`src/zq_pkg.sv`:
```
// Behaviour
// - poll temperature status often enough that gradient times total delay stays within 2C
// - calibration start may be issued any time except during power-down
// - latch only outside power-down, after 1 us calibration time, data bus idle
// - after latch keep command bus deselected for max(30 ns, 8 clocks)
// - no impedance-related mode field change between start and calibration time end
// - any valid commands may be issued during the calibration time
// - let a terminated write turn termination off before latching
// - ranks sharing a resistor never overlap their calibration periods
// - termination value may change after calibration without recalibrating
// - pull-up point change requires a new calibration
package zq_pkg;
	localparam int unsigned CLK_MHZ = 125;
	localparam int unsigned CK_MHZ = 125;
	localparam int unsigned CAL_DURATION_US = 1;
	localparam int unsigned CAL_LATCH_NS = 30;
	localparam int unsigned CAL_LATCH_NCK = 8;
	localparam int unsigned CAL_RESET_NS = 50;
	localparam int unsigned CAL_RESET_NCK = 3;
	localparam int unsigned TEMP_UPDATE_MS = 32;
	localparam int unsigned TEMP_MARGIN_C = 2;
	localparam int unsigned TERM_OFF_CYC = 16;
	localparam int unsigned CAL_DURATION_CYC = CAL_DURATION_US * CLK_MHZ;
	localparam int unsigned LATCH_NS_CYC = (CAL_LATCH_NS * CLK_MHZ + 999) / 1000;
	localparam int unsigned RESET_NS_CYC = (CAL_RESET_NS * CLK_MHZ + 999) / 1000;
	localparam int unsigned LATCH_CK_CYC = (CAL_LATCH_NCK * CLK_MHZ + CK_MHZ - 1) / CK_MHZ;
	localparam int unsigned RESET_CK_CYC = (CAL_RESET_NCK * CLK_MHZ + CK_MHZ - 1) / CK_MHZ;
	localparam int unsigned CAL_LATCH_CYC = (LATCH_NS_CYC > LATCH_CK_CYC) ?
		LATCH_NS_CYC : LATCH_CK_CYC;
	localparam int unsigned CAL_RESET_CYC = (RESET_NS_CYC > RESET_CK_CYC) ?
		RESET_NS_CYC : RESET_CK_CYC;
	localparam int unsigned TEMP_UPDATE_CYC = TEMP_UPDATE_MS * CLK_MHZ * 1000;
	// command codes on the controller's command port
	localparam logic [1:0] CMD_START = 2'h0;
	localparam logic [1:0] CMD_LATCH = 2'h1;
	localparam logic [1:0] CMD_RESET = 2'h2;
	localparam logic [1:0] CMD_MODE = 2'h3;
	// register offsets (byte addresses)
	localparam logic [3:0] REG_CTRL = 4'h0;
	localparam logic [3:0] REG_STATUS = 4'h4;
	localparam logic [3:0] REG_MODE = 4'h8;
	localparam logic [3:0] REG_POLL = 4'hC;
	// control register fields
	localparam int unsigned CTRL_GO = 0;
	localparam int unsigned CTRL_CMD_LO = 1;
	localparam int unsigned CTRL_RANK = 3;
	localparam int unsigned CTRL_PD = 4;
	// status register fields
	localparam int unsigned ST_BUSY = 0;
	localparam int unsigned ST_CAL_RUN = 1;
	localparam int unsigned ST_DESEL = 2;
	localparam int unsigned ST_RST_WAIT = 3;
	localparam int unsigned ST_REFUSED = 4;
	localparam int unsigned ST_NEED_CAL = 5;
	localparam int unsigned ST_POLL_DUE = 6;
	localparam int unsigned ST_RANK = 7;
	// mode register layout: pull-up point, pull-down strength, dq term, ca term
	localparam int unsigned MODE_PU = 0;
	localparam int unsigned MODE_PULLDOWN_DRIVE_STRENGTH_LO = 1;
	localparam int unsigned MODE_DQ_LO = 4;
	localparam int unsigned MODE_CA_LO = 7;
	localparam int unsigned MODE_W = 10;
	localparam logic [7:0] IMP_CTRL_ADDR = 8'h0A;
	localparam logic [7:0] IMP_RESET_VAL = 8'h01;
	localparam logic [7:0] IO_MODE_ADDR = 8'h0B;
endpackage : zq_pkg

```
`src/zq_cal_seq.sv`:
```
// Our own choices: the Wishbone slave port and the address map.
module zq_cal_seq #(
	parameter int unsigned CAL_CYC = zq_pkg::CAL_DURATION_CYC,
	parameter int unsigned POLL_CYC = zq_pkg::TEMP_UPDATE_CYC
) (
	input wire logic i_mclk,
	input wire logic i_rst,
	input wire logic [3:0] i_wb_adr,
	input wire logic [31:0] i_wb_dat,
	input wire logic [3:0] i_wb_sel,
	input wire logic i_wb_we,
	input wire logic i_wb_cyc,
	input wire logic i_wb_stb,
	output logic [31:0] o_wb_dat,
	output logic o_wb_ack,
	input wire logic i_dq_busy,
	input wire logic i_term_write,
	input wire logic i_temp_read,
	output logic o_multipurpose_command,
	output logic o_impedance_cal_start,
	output logic o_impedance_cal_latch,
	output logic o_mode_write,
	output logic [7:0] o_mode_addr,
	output logic [7:0] o_mode_data,
	output logic [1:0] o_cs,
	output logic o_deselect,
	output logic o_temp_poll_due
);
	typedef enum logic [3:0] {
		S_IDLE = 4'b0001,
		S_ISSUE = 4'b0010,
		S_LATCH_WAIT = 4'b0100,
		S_RESET_WAIT = 4'b1000
	} seq_t;
	typedef struct packed {
		seq_t fsm;
		logic [31:0] wb_dat;
		logic wb_ack;
		logic [1:0] cmd;
		logic rank;
		logic pd;
		logic refused;
		logic need_cal;
		logic cal_rank;
		logic [zq_pkg::MODE_W-1:0] mode;
		logic [zq_pkg::MODE_W-1:0] pend_mode;
		logic [31:0] poll_iv;
		logic multipurpose_command;
		logic start;
		logic latch;
		logic mrw;
		logic [7:0] maddr;
		logic [7:0] mdata;
		logic [1:0] cs;
		logic desel;
		logic due;
	} seq_state_t;
	seq_state_t state, next_state;
	logic cal_busy, lat_busy, rst_busy, term_busy;
	logic ld_cal, ld_lat, ld_rst, poll_due;
	logic wr_ctrl, wr_mode, wr_poll, go, block;
	always_comb begin
		wr_ctrl = i_wb_cyc && i_wb_stb && i_wb_we && !state.wb_ack && i_wb_sel[0] &&
			(i_wb_adr == zq_pkg::REG_CTRL);
		wr_mode = i_wb_cyc && i_wb_stb && i_wb_we && !state.wb_ack &&
			(i_wb_adr == zq_pkg::REG_MODE);
		wr_poll = i_wb_cyc && i_wb_stb && i_wb_we && !state.wb_ack &&
			(i_wb_adr == zq_pkg::REG_POLL);
		go = wr_ctrl && i_wb_dat[zq_pkg::CTRL_GO];
		// calibration time does not block orders
		block = (state.fsm != S_IDLE) || lat_busy || rst_busy;
		ld_cal = 1'b0;
		ld_lat = 1'b0;
		ld_rst = 1'b0;
		next_state = state;
		next_state.wb_ack = i_wb_cyc && i_wb_stb && !state.wb_ack;
		next_state.multipurpose_command = 1'b0;
		next_state.start = 1'b0;
		next_state.latch = 1'b0;
		next_state.mrw = 1'b0;
		next_state.due = poll_due;
		next_state.wb_dat = '0;
		case (i_wb_adr)
			zq_pkg::REG_CTRL: next_state.wb_dat[4:0] = {state.pd, state.rank, state.cmd, 1'b0};
			zq_pkg::REG_STATUS: begin
				next_state.wb_dat[zq_pkg::ST_BUSY] = block;
				next_state.wb_dat[zq_pkg::ST_CAL_RUN] = cal_busy;
				next_state.wb_dat[zq_pkg::ST_DESEL] = state.desel;
				next_state.wb_dat[zq_pkg::ST_RST_WAIT] = rst_busy;
				next_state.wb_dat[zq_pkg::ST_REFUSED] = state.refused;
				next_state.wb_dat[zq_pkg::ST_NEED_CAL] = state.need_cal;
				next_state.wb_dat[zq_pkg::ST_POLL_DUE] = state.due;
				next_state.wb_dat[zq_pkg::ST_RANK] = state.cal_rank;
			end
			zq_pkg::REG_MODE: next_state.wb_dat[zq_pkg::MODE_W-1:0] = state.mode;
			zq_pkg::REG_POLL: next_state.wb_dat = state.poll_iv;
			default: next_state.wb_dat = '0;
		endcase
		if (wr_ctrl) begin
			next_state.cmd = i_wb_dat[zq_pkg::CTRL_CMD_LO +: 2];
			next_state.rank = i_wb_dat[zq_pkg::CTRL_RANK];
			next_state.pd = i_wb_dat[zq_pkg::CTRL_PD];
			if (go) begin
				next_state.refused = 1'b0;
			end
		end
		if (wr_mode) begin
			next_state.pend_mode = i_wb_dat[zq_pkg::MODE_W-1:0];
		end
		if (wr_poll) begin
			next_state.poll_iv = i_wb_dat;
		end
		case (state.fsm)
			S_IDLE: begin
				if (go) begin
					next_state.fsm = S_ISSUE;
				end
			end
			S_ISSUE: begin
				next_state.fsm = S_IDLE;
				case (state.cmd)
					zq_pkg::CMD_START: begin
						if (state.pd || cal_busy) begin
							next_state.refused = 1'b1;
						end else begin
							next_state.multipurpose_command = 1'b1;
							next_state.start = 1'b1;
							next_state.cs = 2'b01 << state.rank;
							next_state.cal_rank = state.rank;
							ld_cal = 1'b1;
						end
					end
					zq_pkg::CMD_LATCH: begin
						if (state.pd || cal_busy || i_dq_busy || term_busy) begin
							next_state.refused = 1'b1;
						end else begin
							next_state.multipurpose_command = 1'b1;
							next_state.latch = 1'b1;
							next_state.cs = 2'b01 << state.cal_rank;
							next_state.need_cal = 1'b0;
							ld_lat = 1'b1;
							next_state.fsm = S_LATCH_WAIT;
						end
					end
					zq_pkg::CMD_RESET: begin
						next_state.mrw = 1'b1;
						next_state.maddr = zq_pkg::IMP_CTRL_ADDR;
						next_state.mdata = zq_pkg::IMP_RESET_VAL;
						next_state.cs = 2'b01 << state.rank;
						ld_rst = 1'b1;
						next_state.fsm = S_RESET_WAIT;
					end
					default: begin
						if (cal_busy) begin
							next_state.refused = 1'b1;
						end else begin
							next_state.mrw = 1'b1;
							next_state.maddr = zq_pkg::IO_MODE_ADDR;
							next_state.mdata = state.pend_mode[7:0];
							next_state.cs = 2'b01 << state.rank;
							next_state.mode = state.pend_mode;
							// only pull-up point change needs recalibration
							if (state.pend_mode[zq_pkg::MODE_PU] != state.mode[zq_pkg::MODE_PU]) begin
								next_state.need_cal = 1'b1;
							end
						end
					end
				endcase
			end
			S_LATCH_WAIT: begin
				next_state.desel = 1'b1;
				if (!lat_busy) begin
					next_state.desel = 1'b0;
					next_state.fsm = S_IDLE;
				end
			end
			S_RESET_WAIT: begin
				if (!rst_busy) begin
					next_state.fsm = S_IDLE;
				end
			end
			default: next_state.fsm = S_IDLE;
		endcase
	end
	always_ff @(posedge i_mclk or posedge i_rst) begin
		if (i_rst) begin
			state <= '0;
			state.fsm <= S_IDLE;
			state.poll_iv <= POLL_CYC;
		end else begin
			state <= next_state;
		end
	end
	zq_timer #(.W(16)) u_cal (
		.i_mclk(i_mclk),
		.i_rst(i_rst),
		.i_load(ld_cal),
		.i_count(16'(CAL_CYC)),
		.o_busy(cal_busy)
	);
	zq_timer #(.W(8)) u_lat (
		.i_mclk(i_mclk),
		.i_rst(i_rst),
		.i_load(ld_lat),
		.i_count(8'(zq_pkg::CAL_LATCH_CYC)),
		.o_busy(lat_busy)
	);
	zq_timer #(.W(8)) u_rst (
		.i_mclk(i_mclk),
		.i_rst(i_rst),
		.i_load(ld_rst),
		.i_count(8'(zq_pkg::CAL_RESET_CYC)),
		.o_busy(rst_busy)
	);
	zq_timer #(.W(8)) u_term (
		.i_mclk(i_mclk),
		.i_rst(i_rst),
		.i_load(i_term_write),
		.i_count(8'(zq_pkg::TERM_OFF_CYC)),
		.o_busy(term_busy)
	);
	zq_poll_timer #(.W(32)) u_poll (
		.i_mclk(i_mclk),
		.i_rst(i_rst),
		.i_interval(state.poll_iv),
		.i_polled(i_temp_read),
		.o_due(poll_due)
	);
	assign o_wb_dat = state.wb_dat;
	assign o_wb_ack = state.wb_ack;
	assign o_multipurpose_command = state.multipurpose_command;
	assign o_impedance_cal_start = state.start;
	assign o_impedance_cal_latch = state.latch;
	assign o_mode_write = state.mrw;
	assign o_mode_addr = state.maddr;
	assign o_mode_data = state.mdata;
	assign o_cs = state.cs;
	assign o_deselect = state.desel;
	assign o_temp_poll_due = state.due;
endmodule : zq_cal_seq

```
`src/zq_timer.sv`:
```
module zq_timer #(
	parameter int unsigned W = 16
) (
	input wire logic i_mclk,
	input wire logic i_rst,
	input wire logic i_load,
	input wire logic [W-1:0] i_count,
	output logic o_busy
);
	typedef struct packed {
		logic [W-1:0] cnt;
	} timer_state_t;
	timer_state_t state, next_state;
	always_comb begin
		next_state = state;
		if (i_load) begin
			next_state.cnt = i_count;
		end else if (state.cnt != '0) begin
			next_state.cnt = state.cnt - 1'b1;
		end
	end
	always_ff @(posedge i_mclk or posedge i_rst) begin
		if (i_rst) begin
			state <= '0;
		end else begin
			state <= next_state;
		end
	end
	assign o_busy = (state.cnt != '0);
endmodule : zq_timer

```
`src/zq_poll_timer.sv`:
```
module zq_poll_timer #(
	parameter int unsigned W = 32
) (
	input wire logic i_mclk,
	input wire logic i_rst,
	input wire logic [W-1:0] i_interval,
	input wire logic i_polled,
	output logic o_due
);
	typedef struct packed {
		logic [W-1:0] cnt;
		logic due;
	} poll_state_t;
	poll_state_t state, next_state;
	always_comb begin
		next_state = state;
		if (state.cnt >= i_interval) begin
			next_state.due = 1'b1;
		end else begin
			next_state.cnt = state.cnt + 1'b1;
		end
		// a new due wins over the clear that lands with it
		if (i_polled) begin
			next_state.cnt = '0;
			next_state.due = (state.cnt >= i_interval) && !state.due;
		end
	end
	always_ff @(posedge i_mclk or posedge i_rst) begin
		if (i_rst) begin
			state <= '0;
		end else begin
			state <= next_state;
		end
	end
	assign o_due = state.due;
endmodule : zq_poll_timer

```
`config.mk`:
```
export PLATFORM = sky130hd
export DESIGN_NAME = zq_cal_seq
export DESIGN_NICKNAME = d
export VERILOG_FILES = /design/src/zq_pkg.sv /design/src/zq_cal_seq.sv /design/src/zq_timer.sv /design/src/zq_poll_timer.sv
export SDC_FILE = /design/constraint.sdc
export NUM_CORES = 1
export LEC_CHECK = 0
export BUFFER_PORTS_ARGS = -buffer_cell sky130_fd_sc_hd__buf_2
export CORE_ASPECT_RATIO = 1.25
export CORE_MARGIN = 5
export CORE_UTILIZATION = 56
export CTS_CLUSTER_SIZE = 40
export DETAILED_ROUTE_END_ITERATION = 10
export PLACE_DENSITY = 0.86
export SYNTH_ARGS = -nofsm -noshare
export SYNTH_HDL_FRONTEND = slang
export SYNTH_SLANG_ARGS = --single-unit
```
`constraint.sdc`:
```
create_clock -name i_mclk -period 7.3 [get_ports i_mclk]
set_clock_uncertainty 0.15 [all_clocks]
set_input_delay 0 -clock i_mclk [delete_from_list [all_inputs] [get_ports i_mclk]]
set_output_delay 0 -clock i_mclk [all_outputs]
set_load 0.05 [all_outputs]
```
==> flow_results.xml <==
<?xml version="1.0" encoding="UTF-8"?>
<metrics>
  <group name="setup_path">
    <metric name="cp.required" unit="ns">7.46</metric>
    <metric name="critical_path.cell_chain" unit="">inv_1, ha_1, a21oi_1, o21ai_0, a22oi_1, nand2_1, buf_4, nor4_1, mux2_2</metric>
    <metric name="cp_top_family" unit="">compound AO/OA/AOI/OAI gates</metric>
    <metric name="critPathArrivalTime" unit="ns">3.45</metric>
    <metric name="end_kind" unit="">flop</metric>
    <metric name="timing.setup.critical_path_class" unit="">flop to flop</metric>
    <metric name="r2r-start" unit="">state[45]</metric>
    <metric name="critical_path_buf_inv_count" unit="">2</metric>
    <metric name="crit_path_max_fanout" unit="">40</metric>
    <metric name="critPathSlowestCell" unit="">sky130_fd_sc_hd__dfstp_2</metric>
    <metric name="worstSetupStartpoint" unit="">state[45]</metric>
    <metric name="worst_path_largest_cell_delay" unit="ns">0.53</metric>
    <metric name="worst_setup_path_start_kind" unit="">flop</metric>
  </group>
  <group name="floorplan">
    <metric name="core.rowCount" unit="">53</metric>
    <metric name="die_height" unit="um">155</metric>
    <metric name="io_pins" unit="">105</metric>
    <metric name="floorplan.initialDensity" unit="%">56.7</metric>
    <metric name="floorplan.die_area" unit="um^2">19600</metric>
    <metric name="die_w" unit="um">126</metric>
    <metric name="coreArea" unit="um^2">16700</metric>
  </group>
  <group name="synth">
    <metric name="syn_area_per_cell" unit="um^2">9.88</metric>
    <metric name="synthAdderAreaFrac" unit="%">5.15</metric>
    <metric name="synth_compound_gate_area_share" unit="%">9.35</metric>
    <metric name="muxShareOfSynthArea" unit="%">4.34</metric>
    <metric name="ys_ff_latch" unit="">187</metric>
    <metric name="synthesis.area" unit="um^2">9480</metric>
    <metric name="synth-seq-area-share" unit="%">49.5</metric>
    <metric name="netlist_top_cells_area" unit="">sky130_fd_sc_hd__dfrtp_1 47%, sky130_fd_sc_hd__ha_1 5.1%, sky130_fd_sc_hd__nand2_1 4.8%, sky130_fd_sc_hd__buf_4 4.0%, sky130_fd_sc_hd__mux2_2 3.2%</metric>
    <metric name="synthCells" unit="">959</metric>
    <metric name="synth_edf_count" unit="">0</metric>
    <metric name="cell_taking_the_most_area_after_synthesis" unit="">sky130_fd_sc_hd__dfrtp_1</metric>
    <metric name="synth_cell_types" unit="">67</metric>
    <metric name="number_of_warning_messages_in_the_yosys_log" unit="">0</metric>
    <metric name="synth-xor-area-share" unit="%">2.40</metric>
    <metric name="synth_top_family_by_area" unit="">simple AND/OR/NAND/NOR gates</metric>
    <metric name="asyncSetResetFlopFracSynth" unit="%">100</metric>
    <metric name="synth_top_cell_area_share" unit="%">47.3</metric>
    <metric name="synthFlopType" unit="">sky130_fd_sc_hd__dfrtp_1</metric>
    <metric name="synth_simple_gate_area_share" unit="%">21.2</metric>
  </group>
  <group name="timing">
    <metric name="layout_worst_path_cycle_share" unit="%">45.1</metric>
    <metric name="setup_viol_count_final" unit="">0</metric>
    <metric name="finalSetupTns" unit="ns">0</metric>
    <metric name="timing.max_slew.rel_slack" unit="%">47.0</metric>
    <metric name="worst_slew_pin_slew" unit="ns">0.794</metric>
    <metric name="setup_slack" unit="ns">4.01</metric>
    <metric name="timing.final.crit_period" unit="ns">3.29</metric>
    <metric name="finalHoldViolations" unit="">0</metric>
    <metric name="highest_clock_frequency_the_design_can_meet" unit="MHz">304</metric>
    <metric name="final_max_slew_violation_count" unit="">0</metric>
    <metric name="rsz0062_at_grt" unit="">false</metric>
  </group>
  <group name="route">
    <metric name="drtPass1Iterations" unit="">5</metric>
    <metric name="wl_per_cell" unit="um">17.2</metric>
    <metric name="vias_per_cell" unit="">5.79</metric>
    <metric name="via_count" unit="">7375</metric>
    <metric name="detail-route-antenna-nets" unit="">0</metric>
    <metric name="drt-initial-drc-count" unit="">754</metric>
    <metric name="route.final.wire_length" unit="um">21900</metric>
    <metric name="post-route-drc-count" unit="">0</metric>
  </group>
  <group name="grt">
    <metric name="number_of_antenna_violations_at_the_first_check_in_global_routing" unit="">0</metric>
    <metric name="first_global_vias" unit="">7415</metric>
    <metric name="grt_start_max_net_pins" unit="">78</metric>
    <metric name="gr-total-overflow" unit="">0</metric>
    <metric name="grt_first_pass_wirelength" unit="um">36300</metric>
    <metric name="gr-usage-all-layers" unit="%">22.7</metric>
  </group>
  <group name="final_layout">
    <metric name="mostFrequentLayoutCells" unit="">179 x sky130_fd_sc_hd__dfrtp_1, 122 x sky130_fd_sc_hd__nand2_1, 96 x sky130_fd_sc_hd__buf_2</metric>
    <metric name="finalNetCount" unit="">1127</metric>
    <metric name="post_route_cells_drive_above_1_share" unit="%">18.2</metric>
    <metric name="layout.area.seq" unit="um^2">4690</metric>
    <metric name="multiInputGateArea" unit="um^2">4060</metric>
    <metric name="final_common_cell" unit="">sky130_fd_sc_hd__dfrtp_1</metric>
    <metric name="antenna_cells_inserted" unit="">0</metric>
    <metric name="syn_to_final_growth" unit="%">13.8</metric>
    <metric name="fillCellCount" unit="">1225</metric>
  </group>
  <group name="placed_design">
    <metric name="gpl.final_weighted_congestion" unit="">0.842</metric>
    <metric name="placement.setup.worst_slack" unit="ns">4.08</metric>
    <metric name="io_buffer_count" unit="">96</metric>
    <metric name="hpwlAfterDp" unit="um">14300</metric>
  </group>
  <group name="min_path">
    <metric name="hold_start" unit="">i_dq_busy</metric>
    <metric name="holdCritPathClass" unit="">input pin to flop</metric>
  </group>
  <group name="cts">
    <metric name="cts_max_level" unit="">4</metric>
    <metric name="cts.sinks" unit="">187</metric>
    <metric name="cts_resized" unit="">0</metric>
    <metric name="cts_post_setup_buffers_inserted" unit="">0</metric>
    <metric name="numCtsBuffers" unit="">17</metric>
    <metric name="clockRootBuffer" unit="">sky130_fd_sc_hd__clkbuf_16</metric>
    <metric name="insertion_delay" unit="ns">0.43</metric>
    <metric name="cts-root-to-sink-buffers" unit="">2</metric>
    <metric name="tritoncts" unit="">done</metric>
    <metric name="clkTransAtPathRegs" unit="ns">0.07</metric>
  </group>
  <group name="job">
    <metric name="timing.max_cap.violations" unit="">0</metric>
  </group>
  <group name="pwr">
    <metric name="peakVddDrop" unit="mV">0.186</metric>
    <metric name="powerDensity" unit="nW/um^2">241</metric>
    <metric name="leakage_power" unit="uW">0.00522</metric>
  </group>
  <group name="run_status">
    <metric name="status" unit="">complete, no violations</metric>
  </group>
</metrics>
==> cells by family after synthesis <==
| logic type | after synthesis |
|---|---|
| simple gates | 376 |
| flops | 187 |
| compound gates | 149 |
| buf+inv | 147 |
| fa+ha+maj | 39 |
| mux | 34 |
| xor+xnor | 26 |
| other cells | 1 |
==> cells in the mapped netlist, types with 3 or more instances <==
library cell / instances
sky130_fd_sc_hd__or4_4: 4
sky130_fd_sc_hd__o31ai_1: 16
sky130_fd_sc_hd__nand2_1: 122
sky130_fd_sc_hd__dfrtp_1: 179
sky130_fd_sc_hd__and2_1: 31
sky130_fd_sc_hd__or4_1: 16
sky130_fd_sc_hd__a21oi_1: 49
sky130_fd_sc_hd__ha_1: 39
sky130_fd_sc_hd__a31oi_1: 4
sky130_fd_sc_hd__nor3b_1: 5
sky130_fd_sc_hd__a22oi_1: 4
sky130_fd_sc_hd__buf_4: 51
sky130_fd_sc_hd__nor4_1: 18
sky130_fd_sc_hd__or3_1: 14
sky130_fd_sc_hd__nand3_1: 21
sky130_fd_sc_hd__mux2_2: 27
sky130_fd_sc_hd__nor2_1: 57
sky130_fd_sc_hd__xor2_1: 13
sky130_fd_sc_hd__xnor2_1: 13
sky130_fd_sc_hd__nand4_1: 19
sky130_fd_sc_hd__nor3_4: 3
sky130_fd_sc_hd__a211oi_1: 4
sky130_fd_sc_hd__nor3_1: 18
sky130_fd_sc_hd__nand2b_1: 7
sky130_fd_sc_hd__and4_1: 3
sky130_fd_sc_hd__mux2i_1: 4
sky130_fd_sc_hd__nor2b_1: 12
sky130_fd_sc_hd__clkbuf_1: 26
sky130_fd_sc_hd__mux4_2: 3
sky130_fd_sc_hd__o21ai_0: 50
sky130_fd_sc_hd__inv_1: 56
sky130_fd_sc_hd__dfstp_2: 8
sky130_fd_sc_hd__and3_1: 9
sky130_fd_sc_hd__buf_2: 10
==> where the power goes <==
part | switching [uW] | internal (uW) | total (uW)
combinational | 244 | 189 | 434
sequential | 115 | 1170 | 1290
clock | 383 | 498 | 881
==> area by class of cell <==
class                           instances  share of cell area (%)
Inverter                               58                    2.07
Sequential cell                       187                    43.5
Multi-Input combinational cell        629                    37.7
Clock inverter                          6                   0.604
Clock buffer                           26                    4.54
Tap cell                              220                    2.55
Timing Repair Buffer                  147                    9.05
==> final timing paths <==
check / slack (ns) / cells past startpoint / end
worst min register to register: 0.30 / 0 / o_temp_poll_due
worst max register to register: 4.01 / 9 / u_poll.state[27]
max in group asynchronous: 5.01 / 5 / u_lat.state[5]
worst max-delay path: 4.01 / 9 / u_poll.state[27]
worst min-delay path: 0.02 / 5 / o_multipurpose_command
min in group asynchronous: 0.13 / 3 / state[50]
==> tightest hold or removal path: stages <==
cell	delay, ns
sky130_fd_sc_hd__buf_2	0.09
sky130_fd_sc_hd__nor4_1	0.09
sky130_fd_sc_hd__and3_1	0.17
sky130_fd_sc_hd__nand2_1	0.13
sky130_fd_sc_hd__nand2_1	0.07
==> metal layers <==
layer	vias to the layer above	global-route usage (%)	part of all wire, %
met5	-	0	0
met4	0	10.4	3.8
met3	69	4.50	5.4
met2	284	39.9	52
met1	3599	26.8	39
li1	3423	-	-
==> metrics by stage <==
stage / hold slack, ns / instance area (um^2) / cells / util, % / total power (uW)
3_3_place_gp: 0.0152 / 9780 / 1196 / 58.5 / 1690
6_report: 0.0200 / 10800 / 1273 / 64.5 / 2600
5_1_grt: 0.0348 / 10800 / 1273 / 64.5 / 2720
3_5_place_dp: 0.0229 / 9780 / 1196 / 58.5 / 1710
2_1_floorplan: -0.0421 / 9490 / 963 / - / 1610
4_1_cts: 0.000423 / 10800 / 1273 / 64.5 / 2600
==> sequential cells by signal (all words and copies together), names as in the netlist <==
register	flops
o_impedance_cal_start	1
o_impedance_cal_latch	1
u_poll.o_due	1
o_wb_dat	32
u_rst.state	8
o_multipurpose_command	1
u_term.state	8
u_lat.state	8
o_deselect	1
o_temp_poll_due	1
state	63
o_wb_ack	1
u_poll.state	32
u_cal.state	16
o_mode_data	8
o_mode_addr	2
o_cs	2
o_mode_write	1
==> what timing repair did <==
item / CTS / global route
hold buffers: 45 / 0
hold endpoints to repair: 143 / 0
endpoints found under the setup margin: 0 / 0
Note: power is estimated with default switching activity, not from simulation.
